$ cat src/rtl/mswcl_pkg.sv
package mswcl_pkg;
  // Clock and link timing
  localparam int CLK_HZ = 10_000_000;
  localparam int BAUD_BASE = 4800;
  localparam int BIT_CYC_W = 12;
  localparam logic [BIT_CYC_W-1:0] BIT_CYC_X1 = BIT_CYC_W'(CLK_HZ / (BAUD_BASE * 1));
  localparam logic [BIT_CYC_W-1:0] BIT_CYC_X2 = BIT_CYC_W'(CLK_HZ / (BAUD_BASE * 2));
  localparam logic [BIT_CYC_W-1:0] BIT_CYC_X3 = BIT_CYC_W'(CLK_HZ / (BAUD_BASE * 3));
  localparam logic [BIT_CYC_W-1:0] BIT_CYC_X4 = BIT_CYC_W'(CLK_HZ / (BAUD_BASE * 4));
  localparam logic [BIT_CYC_W-1:0] BIT_CYC_X5 = BIT_CYC_W'(CLK_HZ / (BAUD_BASE * 5));
  localparam logic [BIT_CYC_W-1:0] BIT_CYC_X6 = BIT_CYC_W'(CLK_HZ / (BAUD_BASE * 6));
  localparam logic [3:0] DATA_BITS = 4'h8;
  localparam logic [3:0] FRAME_LAST = 4'h9;
  localparam logic [3:0] GAP_BITS_M1 = 4'h1;
  // Command opcodes
  localparam logic [7:0] OP_READ = 8'h11;
  localparam logic [7:0] OP_WRITE = 8'h12;
  localparam logic [7:0] OP_INDEXED_READ = 8'h1A;
  localparam logic [7:0] OP_INDEXED_WRITE = 8'h14;
  localparam logic [7:0] OP_STACK_READ = 8'h15;
  localparam logic [7:0] OP_RUN = 8'h28;
  // Transmit queue entry: {gap_first, is_break, data}
  localparam int ENT_W = 10;
  localparam int ENT_GAP = 9;
  localparam int ENT_BRK = 8;
  localparam int FIFO_DEPTH = 4;
  localparam logic [ENT_W-1:0] ENT_BRK_ECHO = 10'h300;
  localparam logic [ENT_W-1:0] ENT_BRK_ENTRY = 10'h100;
  typedef enum logic [2:0] {
    S_OP = 3'b000, S_AH = 3'b001, S_AL = 3'b011, S_WD = 3'b010,
    S_RD1 = 3'b110, S_RD2 = 3'b111, S_SP1 = 3'b101, S_SP2 = 3'b100
  } mswcl_cmd_e;
  typedef enum logic [1:0] {
    RX_IDLE = 2'b00, RX_START = 2'b01, RX_BITS = 2'b11, RX_HIGH = 2'b10
  } mswcl_rx_e;
  typedef enum logic [1:0] {
    TX_IDLE = 2'b00, TX_GAP = 2'b01, TX_SHIFT = 2'b11
  } mswcl_tx_e;
endpackage

$ cat src/rtl/mswcl_monitor.sv
`timescale 1ns/1ps
module mswcl_fifo #(
  parameter int WIDTH = 8,
  parameter int DEPTH = 4
) (
  input wire logic i_core_clk,
  input wire logic i_resetn,
  // Fill side
  input wire logic i_in_valid,
  input wire logic [WIDTH-1:0] i_in_data,
  output logic o_in_ready,
  // Drain side
  output logic o_out_valid,
  output logic [WIDTH-1:0] o_out_data,
  input wire logic i_out_ready
);
  localparam int AW = $clog2(DEPTH);
  logic [WIDTH-1:0] mem_reg [DEPTH];
  logic [AW-1:0] wr_ptr_reg;
  logic [AW-1:0] rd_ptr_reg;
  logic [AW:0] count_reg;
  logic do_push;
  logic do_pop;
  assign o_in_ready = (count_reg != (AW+1)'(DEPTH));
  assign o_out_valid = (count_reg != '0);
  assign o_out_data = mem_reg[rd_ptr_reg];
  assign do_push = i_in_valid && o_in_ready;
  assign do_pop = o_out_valid && i_out_ready;
  always_ff @(posedge i_core_clk) begin
    if (do_push) begin
      mem_reg[wr_ptr_reg] <= i_in_data;
    end
  end
  always_ff @(posedge i_core_clk) begin
    if (!i_resetn) begin
      wr_ptr_reg <= '0;
      rd_ptr_reg <= '0;
      count_reg <= '0;
    end else begin
      if (do_push) wr_ptr_reg <= AW'(wr_ptr_reg + 1'b1);
      if (do_pop) rd_ptr_reg <= AW'(rd_ptr_reg + 1'b1);
      count_reg <= (AW+1)'(count_reg + do_push - do_pop);
    end
  end
endmodule // mswcl_fifo

// What this block does
// - Every received byte is echoed straight back on the monitor line.
// - Command results are queued after the echo of the command's last byte.
// - Start bit plus nine low bits with no stop bit is a break.
// - After a received break, release line two bit times, then echo the break.
// - Six commands: read, write, indexed read, indexed write, stack read, run.
// - Indexed read 1A returns next two bytes and advances the address.
// - Kept address lets indexed accesses walk the full 64-Kbyte space.
// - Run opcode 28 has no operand, no data, triggers return from interrupt.
// - Without PLL, divide pin high at reset gives 4800, low gives 9600 baud.
// - With PLL, multiplier 1..6 gives 4800 to 28800 baud.
// - Transmit and receive share one baud rate between 4800 and 28800.
// - On monitor entry, send a break of ten low bits.
// - Single wired-OR line, each party only pulls low or releases.
module mswcl_monitor
  import mswcl_pkg::*;
(
  // Clock and reset
  input wire logic i_core_clk,
  input wire logic i_resetn,
  // Monitor line, open drain
  input wire logic i_monitor_line_pin,
  output logic o_monitor_line_pin,
  output logic o_monitor_line_pin_oe,
  // Baud straps
  input wire logic i_clock_divide_select_pin,
  input wire logic i_pll_drives_clock_generator_output,
  input wire logic [3:0] i_pll_multiplier_field,
  // Core side
  input wire logic i_monitor_entry,
  input wire logic [15:0] i_stack_ptr,
  output logic o_return_from_interrupt_instr,
  // Memory port
  output logic [15:0] o_mem_addr,
  output logic o_mem_rd,
  input wire logic [7:0] i_mem_rdata,
  output logic o_mem_wr,
  output logic [7:0] o_mem_wdata
);
  import mswcl_pkg::*;
  logic strap_done_reg;
  logic [BIT_CYC_W-1:0] bit_cyc_reg;
  mswcl_rx_e rx_state_reg;
  logic [BIT_CYC_W-1:0] rx_cnt_reg;
  logic [3:0] rx_bit_reg;
  logic [7:0] rx_sh_reg;
  logic rx_vld_reg;
  logic rx_brk_reg;
  logic [7:0] rx_data_reg;
  logic rx_take;
  mswcl_tx_e tx_state_reg;
  logic [BIT_CYC_W-1:0] tx_cnt_reg;
  logic [3:0] tx_bits_reg;
  logic [9:0] tx_sh_reg;
  logic q_in_ready;
  logic q_out_valid;
  logic [ENT_W-1:0] q_out_data;
  logic q_pop;
  mswcl_cmd_e st_reg;
  logic [7:0] cmd_reg;
  logic [15:0] addr_reg;
  logic entry_pend_reg;
  logic run_reg;
  logic mem_wr_reg;
  logic [7:0] wdata_reg;
  logic push;
  logic [ENT_W-1:0] push_data;

  // Baud capture one cycle after reset release
  always_ff @(posedge i_core_clk) begin
    if (!i_resetn) begin
      strap_done_reg <= 1'b0;
      bit_cyc_reg <= BIT_CYC_X1;
    end else if (!strap_done_reg) begin
      strap_done_reg <= 1'b1;
      if (i_pll_drives_clock_generator_output) begin
        unique case (i_pll_multiplier_field)
          4'h2: bit_cyc_reg <= BIT_CYC_X2;
          4'h3: bit_cyc_reg <= BIT_CYC_X3;
          4'h4: bit_cyc_reg <= BIT_CYC_X4;
          4'h5: bit_cyc_reg <= BIT_CYC_X5;
          4'h6: bit_cyc_reg <= BIT_CYC_X6;
          default: bit_cyc_reg <= BIT_CYC_X1;
        endcase
      end else begin
        bit_cyc_reg <= i_clock_divide_select_pin ? BIT_CYC_X1 : BIT_CYC_X2;
      end
    end
  end

  // Receiver, idle while we transmit
  always_ff @(posedge i_core_clk) begin
    if (!i_resetn) begin
      rx_state_reg <= RX_IDLE;
      rx_cnt_reg <= '0;
      rx_bit_reg <= '0;
      rx_sh_reg <= '0;
      rx_vld_reg <= 1'b0;
      rx_brk_reg <= 1'b0;
      rx_data_reg <= '0;
    end else begin
      if (rx_take) begin
        rx_vld_reg <= 1'b0;
        rx_brk_reg <= 1'b0;
      end
      unique case (rx_state_reg)
        RX_IDLE: if (strap_done_reg && tx_state_reg == TX_IDLE && !i_monitor_line_pin) begin
          rx_state_reg <= RX_START;
          rx_cnt_reg <= bit_cyc_reg >> 1;
        end
        RX_START: if (rx_cnt_reg == '0) begin
          rx_state_reg <= i_monitor_line_pin ? RX_IDLE : RX_BITS;
          rx_cnt_reg <= BIT_CYC_W'(bit_cyc_reg - 1'b1);
          rx_bit_reg <= '0;
        end else begin
          rx_cnt_reg <= BIT_CYC_W'(rx_cnt_reg - 1'b1);
        end
        RX_BITS: if (rx_cnt_reg != '0) begin
          rx_cnt_reg <= BIT_CYC_W'(rx_cnt_reg - 1'b1);
        end else if (rx_bit_reg == DATA_BITS) begin
          rx_state_reg <= RX_HIGH;
          if (i_monitor_line_pin) begin
            rx_vld_reg <= 1'b1;
            rx_data_reg <= rx_sh_reg;
          end else if (rx_sh_reg == 8'h00) begin
            rx_brk_reg <= 1'b1;
          end
        end else begin
          rx_sh_reg <= {i_monitor_line_pin, rx_sh_reg[7:1]};
          rx_bit_reg <= 4'(rx_bit_reg + 1'b1);
          rx_cnt_reg <= BIT_CYC_W'(bit_cyc_reg - 1'b1);
        end
        RX_HIGH: if (i_monitor_line_pin) rx_state_reg <= RX_IDLE;
      endcase
    end
  end

  mswcl_fifo #(.WIDTH(ENT_W), .DEPTH(FIFO_DEPTH)) u_txq (
    .i_core_clk(i_core_clk),
    .i_resetn(i_resetn),
    .i_in_valid(push),
    .i_in_data(push_data),
    .o_in_ready(q_in_ready),
    .o_out_valid(q_out_valid),
    .o_out_data(q_out_data),
    .i_out_ready(q_pop)
  );

  // Transmitter
  assign q_pop = (tx_state_reg == TX_IDLE) && q_out_valid;
  assign o_monitor_line_pin = 1'b0;
  assign o_monitor_line_pin_oe = (tx_state_reg == TX_SHIFT) && !tx_sh_reg[0];
  always_ff @(posedge i_core_clk) begin
    if (!i_resetn) begin
      tx_state_reg <= TX_IDLE;
      tx_cnt_reg <= '0;
      tx_bits_reg <= '0;
      tx_sh_reg <= '1;
    end else begin
      unique case (tx_state_reg)
        TX_IDLE: if (q_pop) begin
          tx_cnt_reg <= BIT_CYC_W'(bit_cyc_reg - 1'b1);
          if (q_out_data[ENT_GAP]) begin
            tx_state_reg <= TX_GAP;
            tx_bits_reg <= GAP_BITS_M1;
            tx_sh_reg <= '0;
          end else begin
            tx_state_reg <= TX_SHIFT;
            tx_bits_reg <= '0;
            tx_sh_reg <= q_out_data[ENT_BRK] ? 10'h000 : {1'b1, q_out_data[7:0], 1'b0};
          end
        end
        TX_GAP: if (tx_cnt_reg != '0) begin
          tx_cnt_reg <= BIT_CYC_W'(tx_cnt_reg - 1'b1);
        end else begin
          tx_cnt_reg <= BIT_CYC_W'(bit_cyc_reg - 1'b1);
          if (tx_bits_reg == '0) tx_state_reg <= TX_SHIFT;
          else tx_bits_reg <= 4'(tx_bits_reg - 1'b1);
        end
        TX_SHIFT: if (tx_cnt_reg != '0) begin
          tx_cnt_reg <= BIT_CYC_W'(tx_cnt_reg - 1'b1);
        end else if (tx_bits_reg == FRAME_LAST) begin
          tx_state_reg <= TX_IDLE;
          tx_sh_reg <= '1;
        end else begin
          tx_sh_reg <= {1'b1, tx_sh_reg[9:1]};
          tx_bits_reg <= 4'(tx_bits_reg + 1'b1);
          tx_cnt_reg <= BIT_CYC_W'(bit_cyc_reg - 1'b1);
        end
      endcase
    end
  end

  // Queue feed: echo first, then results
  always_comb begin
    push = 1'b0;
    push_data = '0;
    rx_take = 1'b0;
    o_mem_rd = 1'b0;
    unique case (st_reg)
      S_RD1, S_RD2: begin
        o_mem_rd = q_in_ready;
        push = 1'b1;
        push_data = {2'b00, i_mem_rdata};
      end
      S_SP1: begin
        push = 1'b1;
        push_data = {2'b00, i_stack_ptr[15:8]};
      end
      S_SP2: begin
        push = 1'b1;
        push_data = {2'b00, i_stack_ptr[7:0]};
      end
      default: begin
        if (rx_brk_reg) begin
          push = 1'b1;
          push_data = ENT_BRK_ECHO;
          rx_take = q_in_ready;
        end else if (rx_vld_reg) begin
          push = 1'b1;
          push_data = {2'b00, rx_data_reg};
          rx_take = q_in_ready;
        end else if (entry_pend_reg && st_reg == S_OP) begin
          push = 1'b1;
          push_data = ENT_BRK_ENTRY;
        end
      end
    endcase
  end

  // Command sequencer
  always_ff @(posedge i_core_clk) begin
    if (!i_resetn) begin
      st_reg <= S_OP;
      cmd_reg <= '0;
      addr_reg <= '0;
      run_reg <= 1'b0;
      mem_wr_reg <= 1'b0;
      wdata_reg <= '0;
    end else begin
      run_reg <= 1'b0;
      mem_wr_reg <= 1'b0;
      if (q_in_ready) begin
        if (rx_take && rx_brk_reg) begin
          st_reg <= S_OP;
        end else if (rx_take) begin
          unique case (st_reg)
            S_OP: begin
              cmd_reg <= rx_data_reg;
              unique case (rx_data_reg)
                OP_READ, OP_WRITE: st_reg <= S_AH;
                OP_INDEXED_READ: begin
                  addr_reg <= 16'(addr_reg + 1'b1);
                  st_reg <= S_RD1;
                end
                OP_INDEXED_WRITE: begin
                  addr_reg <= 16'(addr_reg + 1'b1);
                  st_reg <= S_WD;
                end
                OP_STACK_READ: st_reg <= S_SP1;
                OP_RUN: run_reg <= 1'b1;
                default: st_reg <= S_OP;
              endcase
            end
            S_AH: begin
              addr_reg[15:8] <= rx_data_reg;
              st_reg <= S_AL;
            end
            S_AL: begin
              addr_reg[7:0] <= rx_data_reg;
              st_reg <= (cmd_reg == OP_READ) ? S_RD1 : S_WD;
            end
            default: begin
              wdata_reg <= rx_data_reg;
              mem_wr_reg <= 1'b1;
              st_reg <= S_OP;
            end
          endcase
        end else begin
          unique case (st_reg)
            S_RD1: if (cmd_reg == OP_INDEXED_READ) begin
              addr_reg <= 16'(addr_reg + 1'b1);
              st_reg <= S_RD2;
            end else begin
              st_reg <= S_OP;
            end
            S_SP1: st_reg <= S_SP2;
            S_RD2, S_SP2: st_reg <= S_OP;
            default: st_reg <= st_reg;
          endcase
        end
      end
    end
  end

  // Entry break request, set wins over clear
  always_ff @(posedge i_core_clk) begin
    if (!i_resetn) entry_pend_reg <= 1'b0;
    else if (i_monitor_entry) entry_pend_reg <= 1'b1;
    else if (push && q_in_ready && push_data == ENT_BRK_ENTRY) entry_pend_reg <= 1'b0;
  end

  assign o_mem_addr = addr_reg;
  assign o_mem_wr = mem_wr_reg;
  assign o_mem_wdata = wdata_reg;
  assign o_return_from_interrupt_instr = run_reg;

  chk_echo_byte: assert property (@(posedge i_core_clk) disable iff (!i_resetn)
    (rx_vld_reg && !rx_brk_reg && q_in_ready && (st_reg inside {S_OP, S_AH, S_AL, S_WD}))
    |=> u_txq.mem_reg[$past(u_txq.wr_ptr_reg)] == {2'b00, $past(rx_data_reg)})
    else $error("received byte not queued as echo");
  chk_result_order: assert property (@(posedge i_core_clk) disable iff (!i_resetn)
    (st_reg == S_AL && rx_take && !rx_brk_reg && cmd_reg == OP_READ)
    |=> st_reg == S_RD1 && !rx_vld_reg)
    else $error("read result not after address echo");
  chk_break_seen: assert property (@(posedge i_core_clk) disable iff (!i_resetn)
    (rx_state_reg == RX_BITS && rx_cnt_reg == '0 && rx_bit_reg == DATA_BITS
     && !i_monitor_line_pin && rx_sh_reg == 8'h00) |=> rx_brk_reg)
    else $error("break not recognised");
  chk_break_gap: assert property (@(posedge i_core_clk) disable iff (!i_resetn)
    (tx_state_reg == TX_IDLE && q_pop && q_out_data == ENT_BRK_ECHO)
    |=> (tx_state_reg == TX_GAP && !o_monitor_line_pin_oe) [*2])
    else $error("break echo without high gap");
  chk_indexed_step: assert property (@(posedge i_core_clk) disable iff (!i_resetn)
    (st_reg == S_OP && rx_take && !rx_brk_reg && rx_data_reg == OP_INDEXED_READ)
    |=> st_reg == S_RD1 && addr_reg == 16'($past(addr_reg) + 1'b1))
    else $error("indexed read address not advanced");
  chk_run_pulse: assert property (@(posedge i_core_clk) disable iff (!i_resetn)
    (st_reg == S_OP && rx_take && !rx_brk_reg && rx_data_reg == OP_RUN)
    |=> o_return_from_interrupt_instr ##1 !o_return_from_interrupt_instr)
    else $error("run opcode did not pulse");
  chk_baud_div: assert property (@(posedge i_core_clk) disable iff (!i_resetn)
    (!strap_done_reg && !i_pll_drives_clock_generator_output && !i_clock_divide_select_pin)
    |=> bit_cyc_reg == BIT_CYC_X2)
    else $error("wrong baud for low divide pin");
  chk_line_idle: assert property (@(posedge i_core_clk) disable iff (!i_resetn)
    (tx_state_reg != TX_SHIFT) |-> !o_monitor_line_pin_oe && !o_monitor_line_pin)
    else $error("line driven outside a frame");
  chk_start_low: assert property (@(posedge i_core_clk) disable iff (!i_resetn)
    (tx_state_reg != TX_SHIFT) ##1 (tx_state_reg == TX_SHIFT) |-> o_monitor_line_pin_oe)
    else $error("frame without low start bit");
  chk_entry_brk: assert property (@(posedge i_core_clk) disable iff (!i_resetn)
    (entry_pend_reg && st_reg == S_OP && !rx_vld_reg && !rx_brk_reg && q_in_ready)
    |-> push && push_data == ENT_BRK_ENTRY)
    else $error("entry break not queued");

  cov_indexed_read: cover property (@(posedge i_core_clk) st_reg == S_RD1 ##1 st_reg == S_RD2);
  cov_break: cover property (@(posedge i_core_clk) tx_state_reg == TX_GAP);
  cov_q_full: cover property (@(posedge i_core_clk) !q_in_ready);
endmodule // mswcl_monitor

$ cat config.mk
export PLATFORM = sky130hd
export DESIGN_NAME = mswcl_monitor
export DESIGN_NICKNAME = d
export VERILOG_FILES = /design/src/rtl/mswcl_pkg.sv /design/src/rtl/mswcl_monitor.sv
export SDC_FILE = /design/constraint.sdc
export NUM_CORES = 1
export LEC_CHECK = 0
export BUFFER_PORTS_ARGS = -buffer_cell sky130_fd_sc_hd__buf_2
export CORE_ASPECT_RATIO = 1.2
export CORE_UTILIZATION = 55
export DETAILED_ROUTE_END_ITERATION = 6
export HOLD_SLACK_MARGIN = 0.1
export PLACE_DENSITY = 0.82
export REMOVE_ABC_BUFFERS = 1
export SYNTH_ARGS = -nofsm -noshare
export SYNTH_HDL_FRONTEND = slang
export SYNTH_SLANG_ARGS = --single-unit
export TNS_END_PERCENT = 100
$ cat constraint.sdc
create_clock -name i_core_clk -period 2.5 [get_ports i_core_clk]
set_input_delay 0.5 -clock i_core_clk [delete_from_list [all_inputs] [get_ports i_core_clk]]
set_output_delay 0.5 -clock i_core_clk [all_outputs]
set_load 0.005 [all_outputs]
==> results.yml <==
setup_path:
  rrSetupSlack_ps: 150
  cp_max_fo: 26
  reg2regPathDepth: 8
  worst-endpoint-arrival_ps: 2670
  end_kind: "flip-flop"
  start_kind: "flip-flop"
  r2r-start: "tx_cnt_reg[0]"
  r2r-end: "tx_cnt_reg[5]"
  critPathKind: "reg -> reg"
  cp.required_ps: 2820
yosys:
  synth_warnings: 0
  ys_seq_area_share_pct: 42.2
  async_reset_ff_share_pct: 0
  netlist_area_mm2: 0.00873
  synth_top_area_share_pct: 28.4
  synth_seq_cells: 164
  synth.distinct_cells: 89
  synth.most_common_cell: "dfxtp_1"
  synthTopCellsByArea: "dfxtp_1 (28%), edfxtp_1 (14%), mux2i_1 (6.1%)"
  synth_commonest_cells: "dfxtp_1 (124), nor2_1 (106), nand2_1 (63)"
  synth.largest_area_cell: "dfxtp_1"
  syn_inst: 942
  postSynthAreaPerCell_um2: 9.27
  ys.flop_type: "dfxtp_1"
  synth-edff-count: 40
clocking:
  clockRootBuffer: "clkbuf_16"
  clk_pin_slew_worst_paths_ps: 60
  postCtsHoldBufs: 0
  clock_path_buffers: 2
  cts-buffers-inserted: 17
  clk_latency_ps: 430
  h-tree-depth: 4
  cts_sinks: 164
  cts_tree: "built"
pwr:
  power.density_mw_per_mm2: 903
  p_seq_share_pct: 37.4
  clkPwrFrac_pct: 27.0
  ir_drop_v: 0.000555
  p_leak_nw: 3.74
  switching_power_w: 0.00328
  pwr-share-comb_pct: 35.6
  intPower_w: 0.00576
  sw_frac_of_total_pct: 36.3
hold_path:
  hold_path.class: "in -> reg"
  holdPathEnd: "entry_pend_reg"
  min_path_cells: 3
  min_from: "i_monitor_entry"
finish:
  areaGrowthSynthToFinish_pct: 14.6
  antenna_cells: 0
  largest_reg_flops: 40
  final_area_mm2: 0.0100
  post_route_cells_drive_above_1_share_pct: 19.1
  nNetsFinal: 1058
  finalNonFillerCells: 1227
timing:
  tightestPinTransition_ps: 660
  fin_crit_ps: 2350
  clock_skew_ps: 8.92
  slew-limit-headroom_pct: 55.4
  worst_slack_ps: 151
  finalCritPeriodShare_pct: 94.0
  drv_slew: 0
  hold_viol_final: 0
  timing.fmax_mhz: 426
  finalSetupTns_ps: 0
  setup_viol: 0
  rsz0062_at_grt: "false"
global_route:
  grt_usage_pct: 27.6
  antenna_found_initial: 0
  grt_pass1_wl_um: 35500
  grt_max_degree: 63
  globalRouteOverflowTotal: 0
  grt_pass1_vias: 7284
die:
  ios: 63
  die_w_um: 117
  rows: 50
  dieHeight_um: 140
  dieArea_mm2: 0.0164
  start_util_pct: 56.0
  core_mm2: 0.0156
detailed_routing:
  drc: 0
  drtIter0Drc: 726
  dr.pass1.iters: 6
  wirelength_um: 21500
  via_per_inst: 6.22
  vias: 7629
  drtAntennaViolNets: 0
  wl_per_cell_um: 17.5
placed_design:
  dpl.hpwl_um: 14800
  dpl_cell_area_mm2: 0.00944
  portBuffers: 61
  gp_congestion: 0.919
  dp_slack_ps: 130
  placed_cells: 1194
job:
  max-cap-violations: 0
status:
  status: "completed"
==> what timing repair did <==
action / 4_1_cts / 5_1_grt
resized for setup: 0 / 3
endpoints found under the hold margin: 0 / 0
setup endpoints to repair: 0 / 10
setup buffers: 0 / 1
==> worst max-delay path by stage <==
stage                        from             end  slack (ps)
finish              tx_cnt_reg[0]   tx_cnt_reg[5]         150
global route        rx_cnt_reg[0]   rx_cnt_reg[5]          30
CTS                 tx_cnt_reg[0]   tx_cnt_reg[9]         110
detailed placement  tx_cnt_reg[0]   tx_cnt_reg[9]         130
global placement    tx_cnt_reg[0]   tx_cnt_reg[6]         190
floorplan           tx_cnt_reg[0]  tx_bits_reg[3]       -1090
==> cell usage in the layout, fill, tap and decap left out, types with 17 or more instances in the layout <==
cell type / synthesis / final
nor2_1: 106 / 106
buf_2: 10 / 61
buf_4: 3 / 52
o21ai_0: 62 / 62
nor3_1: 25 / 25
a21oi_1: 44 / 44
dfxtp_1: 124 / 124
clkbuf_16: 0 / 17
inv_1: 37 / 36
nand2_1: 63 / 63
a31oi_1: 17 / 17
edfxtp_1: 40 / 40
mux2i_1: 53 / 53
==> per-stage QoR <==
step / power, W / utilization [%] / hold WS [ps]
detailed placement: 0.00657 / 60.6 / 479
global placement: 0.00647 / 60.6 / 464
finish: 0.00904 / 64.2 / 312
global route: 0.00952 / 64.2 / 333
CTS: 0.00899 / 64.1 / 316
floorplan: 0.00556 / - / 451
==> layout make-up <==
cell class	instances	area (µm²)
well taps	208	260
multi-input cells	670	4640
flip-flops and latches	164	3680
repair buffers	115	736
fillers	1204	5570
clock inverters	12	98.8
inverters	38	143
clock buffers	20	447
==> power by group through the flow <==
stage	Clock (W)	Sequential, W	Combinational, W
detailed placement	0	0.00343	0.00314
global placement	0	0.00341	0.00307
floorplan	0	0.00338	0.00218
finish	0.00244	0.00338	0.00322
global route	0.00255	0.00343	0.00353
CTS	0.00246	0.00337	0.00316
==> cell families after synthesis <==
group | Yosys count | share of synthesized area, %
XOR/XNOR | 17 | 1.71
other | 1 | 0.0430
AO/OA/AOI/OAI | 236 | 18.6
multiplexers | 66 | 9.04
buffers and inverters | 108 | 5.17
adder cells (fa/ha/maj) | 18 | 2.75
flip-flops | 164 | 42.2
AND/OR/NAND/NOR | 332 | 20.5
==> critical path: stages (launching register included) <==
cell and delay [ps]:
dfxtp_1 340, inv_1 110, ha_1 150, or4b_2 670
o31ai_4 350, buf_12 210, or4_1 120, o21ai_0 70
a32o_1 210
==> metal layers <==
layer / part of all wire (%) / GRT usage [%] / vias up
li1: - / - / 3630
met5: 0 / 0 / -
met1: 42 / 34.1 / 3643
met3: 5.7 / 5.88 / 65
met4: 3.1 / 12.8 / 0
met2: 49 / 45.7 / 291
Power figures use the tool's default switching activity.
